<file path="src/logic/ldi_pkg.sv">
// Purpose: Shared constants and carrier types for the status lamp driver.
// Assumes: APB register access, 32-bit data, one aligned word per register.
// Notes:   Timing defaults are counts of pclk cycles at 200 MHz.

package ldi_pkg;

    // ----------------------------------------------------------------
    // Register map
    // ----------------------------------------------------------------
    localparam logic [11:0] ADDR_CTRL = 12'h000;   // Mode and test control
    localparam logic [11:0] ADDR_STATUS = 12'h004; // Latched channel state
    localparam logic [31:0] CTRL_RESET = 32'h0000_0000; // All CAN, no test
    localparam int CTRL_LIN_POS = 0;               // One LIN bit per channel
    localparam int CTRL_RUN_POS = 8;               // Running pattern enable
    localparam int STAT_OVR_POS = 0;               // Overrun latch per channel
    localparam int STAT_REF_POS = 8;               // Reference voltage per channel

    // ----------------------------------------------------------------
    // Pattern timing, in pclk cycles
    // ----------------------------------------------------------------
    localparam int FLASH_CYCLES_DEF = 10_000_000;  // 50 ms flash
    localparam int SLOW_HALF_DEF = 100_000_000;    // 0.5 s slow half period
    localparam int FAST_HALF_DEF = 25_000_000;     // 125 ms fast half period
    localparam int RUN_STEP_DEF = 40_000_000;      // 200 ms per running step

    // ----------------------------------------------------------------
    // Carrier types
    // ----------------------------------------------------------------
    // Status events from one channel's bus controller
    typedef struct packed {
        logic msg;        // Message sent or received, one cycle
        logic err_frame;  // Error frame received, one cycle
        logic err_passive; // Error-passive level
        logic overrun;    // Overrun, one cycle
        logic bus_off;    // Bus-off level
    } ldi_chan_evt_type;

    // One dual-colour lamp: col_a is the first colour, col_b the second
    typedef struct packed {
        logic col_a;
        logic col_b;
    } ldi_lamp_type;

endpackage

</file>
<file path="src/logic/ldi_status_lamps.sv">
// Purpose: Drives supply, port activity and mode lamps of a two-channel unit.
// Assumes: Event inputs come from logic on pclk; reference pins are async.
// Notes:   Supply lamp green/yellow, port lamps yellow/red, mode lamps
//          green/yellow. Registers over APB, zero wait states.
//
// Local design decisions: the APB slave port and the placing of the registers.

`timescale 1ns/100ps

module ldi_status_lamps #(
    parameter int NCH = 2,
    parameter int FLASH_CYCLES = ldi_pkg::FLASH_CYCLES_DEF,
    parameter int SLOW_HALF = ldi_pkg::SLOW_HALF_DEF,
    parameter int FAST_HALF = ldi_pkg::FAST_HALF_DEF,
    parameter int RUN_STEP = ldi_pkg::RUN_STEP_DEF
) (
    input wire logic pclk,
    input wire logic presetn,
    input wire logic psel,
    input wire logic penable,
    input wire logic pwrite,
    input wire logic [11:0] paddr,
    input wire logic [31:0] pwdata,
    output logic [31:0] prdata,
    output logic pready,
    output logic pslverr,
    input wire logic usb_configured,
    input wire logic fw_cfg_error,
    input wire logic power_fault,
    input wire logic fw_update,
    input wire logic dev_error,
    input wire ldi_pkg::ldi_chan_evt_type [NCH-1:0] chan_evt,
    input wire logic [NCH-1:0] lin_internal_act,
    input wire logic [NCH-1:0] lin_ref_pin,
    output ldi_pkg::ldi_lamp_type supply_lamp,
    output ldi_pkg::ldi_lamp_type [NCH-1:0] port_activity_lamp,
    output ldi_pkg::ldi_lamp_type [NCH-1:0] mode_lamp
);

    // ----------------------------------------------------------------
    // Parameter check
    // ----------------------------------------------------------------
    if (NCH < 1 || NCH > 8 || FLASH_CYCLES < 1 || RUN_STEP < 1
        || FAST_HALF < 1 || SLOW_HALF <= FAST_HALF)
    begin : g_bad_param
        $error("ldi_status_lamps: unsupported parameter values");
    end

    localparam logic [4:0] RUN_LAST = 5'(2 * NCH + 1); // Last running step

    // Next value of a free-running wrap counter
    function automatic logic [31:0] wrap_step(input logic [31:0] cnt, input int lim);
        wrap_step = (cnt >= 32'(lim - 1)) ? 32'h0000_0000 : cnt + 32'h0000_0001;
    endfunction

    // ----------------------------------------------------------------
    // Registers and internal state
    // ----------------------------------------------------------------
    logic [NCH-1:0] lin_mode_reg;    // Channel opened as LIN
    logic run_en_reg;                // Running pattern requested
    logic [NCH-1:0] ref_meta_reg;    // Synchroniser first stage
    logic [NCH-1:0] ref_sync_reg;    // Synchronised reference present
    logic [NCH-1:0] ovr_reg;         // Overrun latch per channel
    logic [31:0] slow_cnt_reg;       // Slow half-period counter
    logic [31:0] fast_cnt_reg;       // Fast half-period counter
    logic [31:0] run_cnt_reg;        // Running step counter
    logic slow_ph_reg;               // Slow pattern phase
    logic fast_ph_reg;               // Fast pattern phase
    logic [4:0] run_idx_reg;         // Running pattern position
    logic [31:0] flash_y_reg [NCH];  // Yellow flash remaining
    logic [31:0] flash_r_reg [NCH];  // Red flash remaining
    logic [31:0] rd_val;             // Read mux result
    logic rd_hit;                    // Address is mapped
    logic fault_any;                 // Anything above normal operation
    ldi_pkg::ldi_lamp_type supply_next;
    ldi_pkg::ldi_lamp_type [NCH-1:0] port_next;

    // ----------------------------------------------------------------
    // APB slave
    // ----------------------------------------------------------------
    // Zero wait states; answer comes in the access phase
    assign pready = 1'b1;
    assign pslverr = psel & penable & ~rd_hit;

    // Address decode and read mux
    always_comb
    begin
        rd_val = 32'h0000_0000;
        rd_hit = 1'b1;
        unique case (paddr)
            ldi_pkg::ADDR_CTRL:
            begin
                rd_val[ldi_pkg::CTRL_LIN_POS +: NCH] = lin_mode_reg;
                rd_val[ldi_pkg::CTRL_RUN_POS] = run_en_reg;
            end
            ldi_pkg::ADDR_STATUS:
            begin
                rd_val[ldi_pkg::STAT_OVR_POS +: NCH] = ovr_reg;
                rd_val[ldi_pkg::STAT_REF_POS +: NCH] = ref_sync_reg;
            end
            default: rd_hit = 1'b0; // Unmapped reads as zero with error
        endcase
    end

    // Read data captured in the setup cycle, stable through access
    always_ff @(posedge pclk or negedge presetn)
    begin
        if (!presetn)
            prdata <= 32'h0000_0000;
        else if (psel && !penable && !pwrite)
            prdata <= rd_val;
    end

    // Control register write; the write lands at the access edge
    always_ff @(posedge pclk or negedge presetn)
    begin
        if (!presetn)
        begin
            lin_mode_reg <= ldi_pkg::CTRL_RESET[ldi_pkg::CTRL_LIN_POS +: NCH];
            run_en_reg <= ldi_pkg::CTRL_RESET[ldi_pkg::CTRL_RUN_POS];
        end
        else if (psel && penable && pwrite && paddr == ldi_pkg::ADDR_CTRL)
        begin
            lin_mode_reg <= pwdata[ldi_pkg::CTRL_LIN_POS +: NCH];
            run_en_reg <= pwdata[ldi_pkg::CTRL_RUN_POS];
        end
    end

    // ----------------------------------------------------------------
    // Reference voltage synchroniser
    // ----------------------------------------------------------------
    // Pins are asynchronous; only the second stage is read
    always_ff @(posedge pclk or negedge presetn)
    begin
        if (!presetn)
        begin
            ref_meta_reg <= '0;
            ref_sync_reg <= '0;
        end
        else
        begin
            ref_meta_reg <= lin_ref_pin;
            ref_sync_reg <= ref_meta_reg;
        end
    end

    // ----------------------------------------------------------------
    // Pattern timebase
    // ----------------------------------------------------------------
    // Phases toggle each half period, so on and off are equal
    always_ff @(posedge pclk or negedge presetn)
    begin
        if (!presetn)
        begin
            slow_cnt_reg <= 32'h0000_0000;
            fast_cnt_reg <= 32'h0000_0000;
            slow_ph_reg <= 1'b0;
            fast_ph_reg <= 1'b0;
        end
        else
        begin
            slow_cnt_reg <= wrap_step(slow_cnt_reg, SLOW_HALF);
            fast_cnt_reg <= wrap_step(fast_cnt_reg, FAST_HALF);
            if (slow_cnt_reg == 32'(SLOW_HALF - 1))
                slow_ph_reg <= ~slow_ph_reg;
            if (fast_cnt_reg == 32'(FAST_HALF - 1))
                fast_ph_reg <= ~fast_ph_reg;
        end
    end

    // Running pattern stepper; restarts from supply green when enabled
    always_ff @(posedge pclk or negedge presetn)
    begin
        if (!presetn)
        begin
            run_cnt_reg <= 32'h0000_0000;
            run_idx_reg <= 5'h00;
        end
        else if (!run_en_reg)
        begin
            run_cnt_reg <= 32'h0000_0000;
            run_idx_reg <= 5'h00;
        end
        else
        begin
            run_cnt_reg <= wrap_step(run_cnt_reg, RUN_STEP);
            if (run_cnt_reg == 32'(RUN_STEP - 1))
                run_idx_reg <= (run_idx_reg == RUN_LAST) ? 5'h00 : run_idx_reg + 5'h01;
        end
    end

    // ----------------------------------------------------------------
    // Per-channel event capture
    // ----------------------------------------------------------------
    // Overrun latch: set wins over a bus-off clear in the same cycle
    always_ff @(posedge pclk or negedge presetn)
    begin
        if (!presetn)
            ovr_reg <= '0;
        else
            for (int c = 0; c < NCH; c++)
                if (chan_evt[c].overrun && !lin_mode_reg[c])
                    ovr_reg[c] <= 1'b1;
                else if (chan_evt[c].bus_off)
                    ovr_reg[c] <= 1'b0;
    end

    // Flash counters reload on every event, so a burst reads as steady
    always_ff @(posedge pclk or negedge presetn)
    begin
        if (!presetn)
            for (int c = 0; c < NCH; c++)
            begin
                flash_y_reg[c] <= 32'h0000_0000;
                flash_r_reg[c] <= 32'h0000_0000;
            end
        else
            for (int c = 0; c < NCH; c++)
            begin
                if (chan_evt[c].msg || (lin_mode_reg[c] && lin_internal_act[c]))
                    flash_y_reg[c] <= 32'(FLASH_CYCLES);
                else if (flash_y_reg[c] != 32'h0000_0000)
                    flash_y_reg[c] <= flash_y_reg[c] - 32'h0000_0001;
                // Error frames only mean something on a CAN channel
                if (chan_evt[c].err_frame && !lin_mode_reg[c])
                    flash_r_reg[c] <= 32'(FLASH_CYCLES);
                else if (flash_r_reg[c] != 32'h0000_0000)
                    flash_r_reg[c] <= flash_r_reg[c] - 32'h0000_0001;
            end
    end

    // ----------------------------------------------------------------
    // Lamp selection
    // ----------------------------------------------------------------
    assign fault_any = run_en_reg | fw_update | ~usb_configured | fw_cfg_error
        | power_fault | dev_error;

    // Supply lamp: col_a green, col_b yellow
    always_comb
    begin
        supply_next = '{col_a: 1'b1, col_b: 1'b0};
        if (run_en_reg)
            supply_next = '{col_a: run_idx_reg == 5'h00, col_b: run_idx_reg == 5'h01};
        else if (fw_update)
            supply_next = '{col_a: 1'b1, col_b: 1'b0};
        else if (!usb_configured)
            supply_next = '{col_a: 1'b0, col_b: slow_ph_reg};
        else if (fw_cfg_error || power_fault)
            supply_next = '{col_a: ~slow_ph_reg, col_b: slow_ph_reg};
    end

    // Port lamps: col_a yellow, col_b red, highest priority first
    always_comb
    begin
        for (int c = 0; c < NCH; c++)
        begin
            if (run_en_reg)
                port_next[c] = '{col_a: run_idx_reg == 5'(2 + 2 * c),
                                 col_b: run_idx_reg == 5'(3 + 2 * c)};
            else if (fw_update)
                port_next[c] = '{col_a: fast_ph_reg, col_b: 1'b0};
            else if (!usb_configured)
                port_next[c] = '{col_a: 1'b0, col_b: 1'b0};
            else if (fw_cfg_error)
                port_next[c] = '{col_a: ~slow_ph_reg, col_b: slow_ph_reg};
            else if (power_fault)
                port_next[c] = '{col_a: slow_ph_reg, col_b: 1'b0};
            else if (dev_error)
                port_next[c] = '{col_a: 1'b0, col_b: 1'b1};
            else if (ovr_reg[c])
                port_next[c] = '{col_a: 1'b0, col_b: 1'b1};
            else if (!lin_mode_reg[c] && chan_evt[c].err_passive)
                port_next[c] = '{col_a: 1'b0, col_b: fast_ph_reg};
            else
                port_next[c] = '{col_a: flash_y_reg[c] != 32'h0000_0000,
                                 col_b: flash_r_reg[c] != 32'h0000_0000};
        end
    end

    // Lamp outputs registered to keep the pins glitch free
    always_ff @(posedge pclk or negedge presetn)
    begin
        if (!presetn)
        begin
            supply_lamp <= '0;
            port_activity_lamp <= '0;
            mode_lamp <= '0;
        end
        else
        begin
            supply_lamp <= supply_next;
            port_activity_lamp <= port_next;
            for (int c = 0; c < NCH; c++)
            begin
                mode_lamp[c].col_a <= ~run_en_reg & lin_mode_reg[c];
                mode_lamp[c].col_b <= ~run_en_reg & ref_sync_reg[c];
            end
        end
    end
endmodule

</file>
<file path="config.mk">
export PLATFORM = sky130hd
export DESIGN_NAME = ldi_status_lamps
export DESIGN_NICKNAME = d
export VERILOG_FILES = /design/src/logic/ldi_pkg.sv /design/src/logic/ldi_status_lamps.sv
export SDC_FILE = /design/constraint.sdc
export NUM_CORES = 1
export LEC_CHECK = 0
export ABC_AREA = 1
export ABC_CLOCK_PERIOD_IN_PS = 1560
export BUFFER_PORTS_ARGS = -buffer_cell sky130_fd_sc_hd__clkbuf_2
export CAP_MARGIN = 0
export CORE_MARGIN = 8
export CORE_UTILIZATION = 50
export CTS_BUF_LIST = sky130_fd_sc_hd__clkbuf_4
export CTS_CLUSTER_DIAMETER = 100
export DETAILED_ROUTE_END_ITERATION = 7
export HOLD_SLACK_MARGIN = 0.02
export PLACE_DENSITY = 0.74
export SYNTH_ARGS = -nofsm -noshare
export SYNTH_HDL_FRONTEND = slang
export SYNTH_SLANG_ARGS = --single-unit
</file>
<file path="constraint.sdc">
create_clock -name pclk -period 1.56 [get_ports pclk]
set_input_delay 0.156 -clock pclk [delete_from_list [all_inputs] [get_ports pclk]]
set_output_delay 0.156 -clock pclk [all_outputs]
set_load 0.02 [all_outputs]
</file>
# Yosys cells after proc, flatten, opt, wreduce, memory -nomap -nowiden
# Cells that the tools add are included.
word_totals:
  reg_bits: 254
  elab_cells: 134
classes:
  n_addsub: 8
  n_lt_le_gt_ge: 3
  n_eq_ne: 10
  muxes: 43
  bitwise: 10
  n_reduce_logical: 33
ops:
  columns: ["op", "count"]
  rows:
  - ["32-bit two-way mux", 12]
  - ["32-bit nonzero test", 4]
  - ["32-bit by 1-bit subtractor with 32-bit output (second input constant)", 4]
  - ["32-bit by 1-bit adder with 32-bit output (second input constant)", 3]
  - ["2-bit two-way mux", 20]
  - ["32-bit by 25-bit == test with 1-bit output (second input constant)", 1]
  - ["32-bit by 26-bit == test with 1-bit output (second input constant)", 1]
  - ["32-bit by 27-bit == test with 1-bit output (second input constant)", 1]
  - ["32-bit by 25-bit greater-or-equal comparator with 1-bit output (second input constant)", 1]
  - ["32-bit by 26-bit greater-or-equal comparator with 1-bit output (second input constant)", 1]
  - ["32-bit by 27-bit greater-or-equal comparator with 1-bit output (second input constant)", 1]
  - ["5-bit two-way mux", 3]
  - ["1-bit logical AND", 13]
  - ["12-bit by 3-bit == test with 1-bit output (second input constant)", 1]
  - ["12-bit logical NOT", 1]
  - ["2-bit nonzero test", 6]
  - ["5-bit by 2-bit == test with 1-bit output (second input constant)", 2]
  - ["5-bit by 3-bit == test with 1-bit output (second input constant)", 2]
  - ["1-bit bitwise AND", 6]
  - ["1-bit two-way mux", 6]
  - ["5-bit by 1-bit adder with 5-bit output (second input constant)", 1]
  - ["5-bit by 1-bit == test with 1-bit output (second input constant)", 1]
  - ["5-bit logical NOT", 1]
  - ["1-bit logical NOT", 4]
  - ["other kinds (6)", 11]

# Longest topological paths before layout
# Gate-level depths: netlist of the first run.
logic_depth:
  ltp_word: 10
  mapped_depth: 13

# Least setup slack after synthesis of the first run
# OpenSTA, ideal clock, no wires.
synth_path:
  kind: "reg2reg"
  start: "register flash_r_reg[32] in the netlist's numbering"
  end: "register flash_r_reg[56] in the netlist's numbering"
  setup_ns: 0.071
  arrival_time_ns: 1.511
  slack_ns: -0.022
  stages_incl_launch_ff: 12
  n_path_buf: 0
  path_cell_list: "dfrtp_1 > inv_1 > ha_1 > inv_1 > nor2_4 > inv_1 > nor2_2 > nand2_1 > xor2_1 > inv_1 > nand2_1 > nor2_1"
synth_via:
  elab_chain_cells: 3
  elab_cells_between_ends: 5
synth_rtl:
  columns: ["element", "line", "source"]
  rows:
  - ["start, declared", "ldi_status_lamps.sv:71", "logic [31:0] flash_r_reg [NCH];"]
  - ["start signal, assigned by index", "ldi_status_lamps.sv:226", "flash_r_reg[c] <= 32'(FLASH_CYCLES);"]
  - ["start signal, assigned by index", "ldi_status_lamps.sv:228", "flash_r_reg[c] <= flash_r_reg[c] - 32'h0000_0001;"]
  - ["32-bit by 1-bit subtractor with 32-bit output", "ldi_status_lamps.sv:228", null]
  - ["32-bit two-way mux", "ldi_status_lamps.sv:227", "else if (flash_r_reg[c] != 32'h0000_0000)"]
  - ["32-bit two-way mux", "ldi_status_lamps.sv:225", "if (chan_evt[c].err_frame && !lin_mode_reg[c])"]
# Parallel ways exist; a longest one is shown, timed or not. The select of a mux whose other input is x is not followed.
# A chain may end at the register's enable or synchronous reset.

# Worst setup path in the final report of the first run
layout_path:
  start: "register flash_r_reg[3] in the netlist's numbering"
  end: "register flash_r_reg[1] in the netlist's numbering"
layout_via:
  elab_chain_cells: 2
layout_rtl:
  columns: ["element", "line"]
  rows:
  - ["32-bit nonzero test", "ldi_status_lamps.sv:227"]
  - ["2-bit nonzero test (no line)", null]
# Every way passes these cells.

==> metrics.txt, run 1 <==
fin area=22350 sq um; Root Buffer=clkbuf_4; Buf+Inv Stages, Crit Path=2; Place WS=-0.1401 ns; placed cell count=approximately 2.7k; Worst Setup Start Kind=register; Via density=5.423; drt pass-1 iters=8; Leak=9.950 nW; Starting DRT DRC Count=1247; fin crit share=1.203; Tmin final=between 1.5 and 2 ns; nets@finish=2624; Peak VDD IR=0.6934 mV; RSZ-0062 raised after global routing=yes; YS warnings=0; Final Hold Fails=0; Reg2Reg Depth=9; HPWL after detailed placement=30.31 mm; Total Die Area=35690 sq um; FFs w/ async S/R, synth=1.000; # fillers=approximately 1.9k; core area=29560 sq um; pin count of the biggest net entering global routing=65; CP Depth=9; Die Y=188.9 um; area grow syn2layout=49.50%; post-synthesis cell count=2009; Num Clock Sinks=254; FF+latch count, synth=254; Netlist cell types=52; Power per Cell Area=~760 nW/um^2; Clock transition at path regs=0.09 ns; Remaining Overflow, GRT=0; Vias=16.19k; failing checks=setup timing; setup slack after layout=-0.3165 ns; Worst Setup Path Type=register to register; final WL=51.43 mm; Initial Util=0.5057; gr usage total=0.2348; CTS tree=done; Worst Skew=0.05677 ns; Chip Width=188.9 um; io pins=112; syn avg cell area=7.441 sq um; initial antenna violation count=3; Max Cap Viol=0; htree depth=3; count of final max-slew check failures=0; Max Freq=532.9 MHz; CP max FO=6; Crit. End Element=register; delay-heaviest family, CP=simple AND/OR/NAND/NOR gates; Clock Path Buffers=3; buffers added on ports=53; first-pass GRT wire length=70.15 mm; row count=63; fin cells=2986; gpl congestion=about 0.99; dpl cell area=17700 sq um; Critical Path Most Common Cell=nor2_4; slowest stage cell, crit path=dfrtp_1; wire per inst=17.22 um; layout cells sized above 1=0.4285; hold depth=2; status=finished, violations left; hold crit path type=input pin to register; Post-Syn Area=14950 sq um; vias in the first global route=15.04k; Req. time, crit path=2.20 ns; Setup violations, final=181; Arr. time, crit path=2.52 ns; Seq/Total Area, Yosys=0.4252; Worst-Skew Late Latency=0.74 ns; biggest cell delay along the critical path=0.44 ns; DRC viols=0; TritonCTS Buffers=72; DRT antenna net count=0; Post-synth EDFFs=0; setup_tns=-23.51 ns; Hold Slack=0.07913 ns; ys flop type=dfrtp_1; CP Cell Sequence=buf_4, nor2_4, nand2_2, nor2_1, nand2_1, nor2_4, nand2_4, buf_12, o22ai_2
## where the power goes
part	total [mW]	leakage [nW]	internal (mW)	switching (mW)
sequential	7.19	3.18	6.87	0.325
combinational	3.25	6.21	1.44	1.81
clock	6.52	0.564	3.50	3.02
total	17.0	9.95	11.8	5.16
## logic make-up (layout without fill, tap and decap cells)
group | count (synthesis) | in the layout | synth area share
buffers and inverters | 298 | 834 | 0.08771
DFF | 254 | 254 | 0.4252
other | 2 | 50 | 0.0005024
and+or+nand+nor | 1236 | 1239 | 0.3770
xor gates and xnor gates | 96 | 96 | 0.05624
adders and majority gates | 15 | 15 | 0.01255
AOI/OAI and AO/OA | 108 | 108 | 0.04084
## per-layer routing
| metal | routed length, um | global-route usage | vias to the layer above |
|---|---|---|---|
| li1 | - | - | 7440 |
| met1 | 19150 | 0.2818 | 7757 |
| met2 | 25940 | 0.4059 | 775 |
| met3 | 3511 | 0.04581 | 222 |
| met4 | 2824 | 0.1007 | 0 |
| met5 | 0 | 0 | - |
## cells in the mapped netlist (all sizes together), types with 3 or more instances
library cell	instances	area, sq um
nor2	455	1911
nand2	419	1645
dfrtp	254	6356
inv	242	908.4
nand3	151	775.8
nor3	109	614.3
xor2	76	665.6
o21ai	50	254.0
nand4	45	294.0
buf	44	356.6
a21oi	27	135.1
xnor2	20	175.2
or2	19	118.9
nor4	16	121.4
ha	15	187.7
a31oi	10	62.56
clkbuf	10	37.54
nand3b	7	52.55
and3	6	37.54
o31ai	6	45.04
and2	4	26.28
nor3b	4	30.03
o21bai	4	30.03
o22ai	3	18.77
## worst register-to-register path: stages, from the launching register on
cell	delay, ns
dfrtp_1	0.44
buf_4	0.17
nor2_4	0.14
nand2_2	0.06
nor2_1	0.14
nand2_1	0.15
nor2_4	0.20
nand2_4	0.14
buf_12	0.18
o22ai_2	0.16
## stage by stage
step	power, mW	utilization
detailed placement	9.449	0.5987
global route	17.67	0.7561
finish	16.96	0.7561
global placement	9.371	0.5987
floorplan	8.327	-
CTS	16.19	0.6589
## worst paths after layout
kind	startpoint	end	slack [ns]
worst max register to register	flash_r_reg[3]	flash_r_reg[1]	-0.32
worst min-delay path	lin_ref_pin[1]	ref_meta_reg[1]	0.08
max in group asynchronous	presetn	fast_cnt_reg[12]	0.45
worst max-delay path	flash_r_reg[3]	flash_r_reg[1]	-0.32
min in group asynchronous	presetn	flash_y_reg[27]	0.40
worst min register to register	ref_meta_reg[0]	ref_sync_reg[0]	0.39
## what timing repair did
action                                  CTS  global route
hold buffers                             36             1
endpoints found under the setup margin  154           240
resized for setup                       123           575
buffers inserted                         14            82
gates cloned                              1             9
hold endpoints to repair                355            20
pin swaps                                27           182
## cell type report
type | count | area [sq um] | area share
Multi-Input combinational cell | 1505 | 9679 | 0.4331
Antenna cell | 3 | 7.507 | 0.0003359
Clock inverter | 25 | 185.2 | 0.008286
Inverter | 244 | 952.2 | 0.04260
Tap cell | 390 | 488.0 | 0.02183
Clock buffer | 101 | 758.2 | 0.03393
Timing Repair Buffer | 463 | 3894 | 0.1742
Timing Repair inverter | 1 | 8.758 | 0.0003919
Sequential cell | 254 | 6376 | 0.2853
## cells in the final DEF (no fill, tap or decap), drive strengths merged
master        count
conb             47
nor2            455
a31o              1
inv             243
o21ai            50
a32o              1
a31oi            10
o211ai            2
clkbuf          157
nor3            109
xor2             76
a21oi            27
dfrtp           254
o22ai             3
a21o              1
and3              6
dlymetal6s4s      1
clkinvlp          1
nand4            45
o21bai            4
nor3b             4
nor4             16
xnor2            20
o21a              2
nand3           151
and2              4
buf             371
nand3b            7
diode             3
dlygate4sd3      35
or2              19
and3b             1
a41oi             1
clkinv           23
bufinv            3
nand2           422
o31ai             6
ha               15
No activity file was read; power rests on OpenSTA's default activity.
==> run 2: changes to the inputs <==
- CORE_MARGIN: 8 -> default
- SKIP_LAST_GASP: default -> 1
==> metrics.txt, run 2 (synthesis results as in run 1) <==
Clock Path Buffers=3; area grow syn2layout=44.66%; first-pass GRT wire length=68.44 mm; cell internal pwr=11.23 mW; Setup crit start=fast_cnt_reg[11]; core area=roughly 29000 sq um; Tmin final=1.751 ns; Chip Width=around 170 um; Relative slew margins=0.4629; setup_tns=-9.234 ns; Worst Setup Path Type=register to register; HPWL after detailed placement=between 20 and 30 mm; most frequent cells in the layout=304 x nand2_1, 272 x buf_4, 233 x dfrtp_1; Net Sw Frac=0.3051; Power per Cell Area=747.2 nW/um^2; Root Buffer=clkbuf_4; row count=between 60 and 70; wire per inst=16.42 um; placed cell count=2666; Arr. time, crit path=2.28 ns; Worst-Skew Late Latency=0.67 ns; layout cells sized above 1=0.4170; failing checks=setup timing; Num Clock Sinks=254; Setup violations, final=149; RSZ-0062 raised after global routing=yes; hold crit path type=input pin to register; Total Die Area=slightly above 30000 sq um; Remaining Overflow, GRT=0; nets@finish=2564; most common cell after layout, fill and taps aside=nand2_1; Clock power frac=0.362; vias in the first global route=14.39k; # fillers=a little over 2k; Psw=between 4 and 5 mW; status=finished, violations left; DRT antenna net count=0; fin crit share=1.122; drt pass-1 iters=8; Worst Setup Start Kind=register; CP max FO=6; Worst Skew=0.04223 ns; TritonCTS Buffers=between 70 and 80; htree depth=3; buffers added on ports=53; worst flop-to-flop path startpoint=fast_cnt_reg[11]; Die Y=174.9 um; Initial Util=0.5139; initial antenna violation count=2; Req. time, crit path=around 2.1 ns; DRC viols=0; Vias=about 16k; Comb pwr share=0.190; Core Util, Final=0.7434; part of the power in registers=0.447; Via density=5.425; Peak VDD IR=0.7794 mV; Hold Crit Start=dev_error; gr usage total=0.2758; final WL=47.82 mm; Place WS=-0.1158 ns; gpl congestion=0.9644; Worst-Margin Slew=0.8030 ns; CTS tree=done; Crit. End Element=register; setup slack after layout=-0.1908 ns; io pins=112; Starting DRT DRC Count=1266; Clock transition at path regs=0.06 ns; count of final max-slew check failures=0; Max Cap Viol=0; Max Freq=~570 MHz; fin cells=2912; pin count of the biggest net entering global routing=58; Leak=9.544 nW; Final Hold Fails=0
[run 2: cell types whose count changed in the layout (fill, tap and decap cells not counted), moves of 7 or more]
cell	previous run	this run
buf_4	312	272
nand2_2	78	93
nand2_1	317	304
nand3_1	108	120
nor3_2	36	44
buf_12	17	10
nand3_2	34	27
[run 2: routing by layer]
layer	wire, um	vias up	share of wire	global-route usage
met5	0	-	0	0
met4	1910	0	0.040	0.09638
met3	3435	218	0.072	0.05048
met2	23260	711	0.49	0.4496
met1	19220	7552	0.40	0.3687
li1	-	7317	-	-
[run 2: layout make-up]
cell class                      count  area (sq um)  area share
Antenna cell                        3         7.507   0.0003471
Clock buffer                       97         728.2     0.03367
Clock inverter                     21         106.4    0.004918
Inverter                          244         962.2     0.04449
Multi-Input combinational cell   1505          9642      0.4458
Sequential cell                   254          6382      0.2951
Tap cell                          384         480.5     0.02222
Timing Repair Buffer              403          3301      0.1526
Timing Repair inverter              1         16.27   0.0007521
[run 2: worst paths after layout]
| check | slack [ns] | end | depth (start not counted) |
|---|---|---|---|
| min | 0.10 | port_activity_lamp[2] | 9 |
| min reg2reg | 0.41 | ref_sync_reg[1] | 0 |
| min in group asynchronous | 0.15 | flash_y_reg[55] | 3 |
| max in group asynchronous | 0.15 | flash_y_reg[4] | 3 |
| max | -0.19 | fast_cnt_reg[9] | 8 |
| max reg2reg | -0.19 | fast_cnt_reg[9] | 8 |
[run 2: critical path, stage by stage (launching register included)]
cell and delay [ns]:
dfrtp_1 0.42, nand2_1 0.14, nor2_1 0.29, inv_1 0.11, o21ai_1 0.18, nand2_1 0.12
nand2_4 0.15, clkbuf_16 0.19, nor2_2 0.04
[run 2: power by group through the flow]
stage	Sequential (mW)	Combinational, mW	Clock (mW)
after floorplan	7.19	1.14	0
after global placement	7.21	2.00	0
after detailed placement	7.22	2.05	0
after CTS	7.11	2.20	5.99
after global routing	7.25	3.32	6.36
final	7.23	3.08	5.86
[run 2: timing repair]
item	in CTS	in global routing
setup buffers	25	70
gates resized for setup	106	581
pin swaps	35	212
hold buffers	32	0
setup endpoints to repair	179	223
cloned	2	7
endpoints found under the hold margin	306	0
[run 2: per-stage QoR]
stage | power (mW) | hold slack, ns | instance area [sq um]
6_report | 16.16 | 0.1000 | 21630
5_1_grt | 16.92 | 0.1074 | 21630
4_1_cts | 15.30 | 0.03402 | 18980
3_5_place_dp | 9.264 | 0.02825 | 17310
3_3_place_gp | 9.208 | 0.02743 | 17310
2_1_floorplan | 8.327 | -0.1396 | 15130
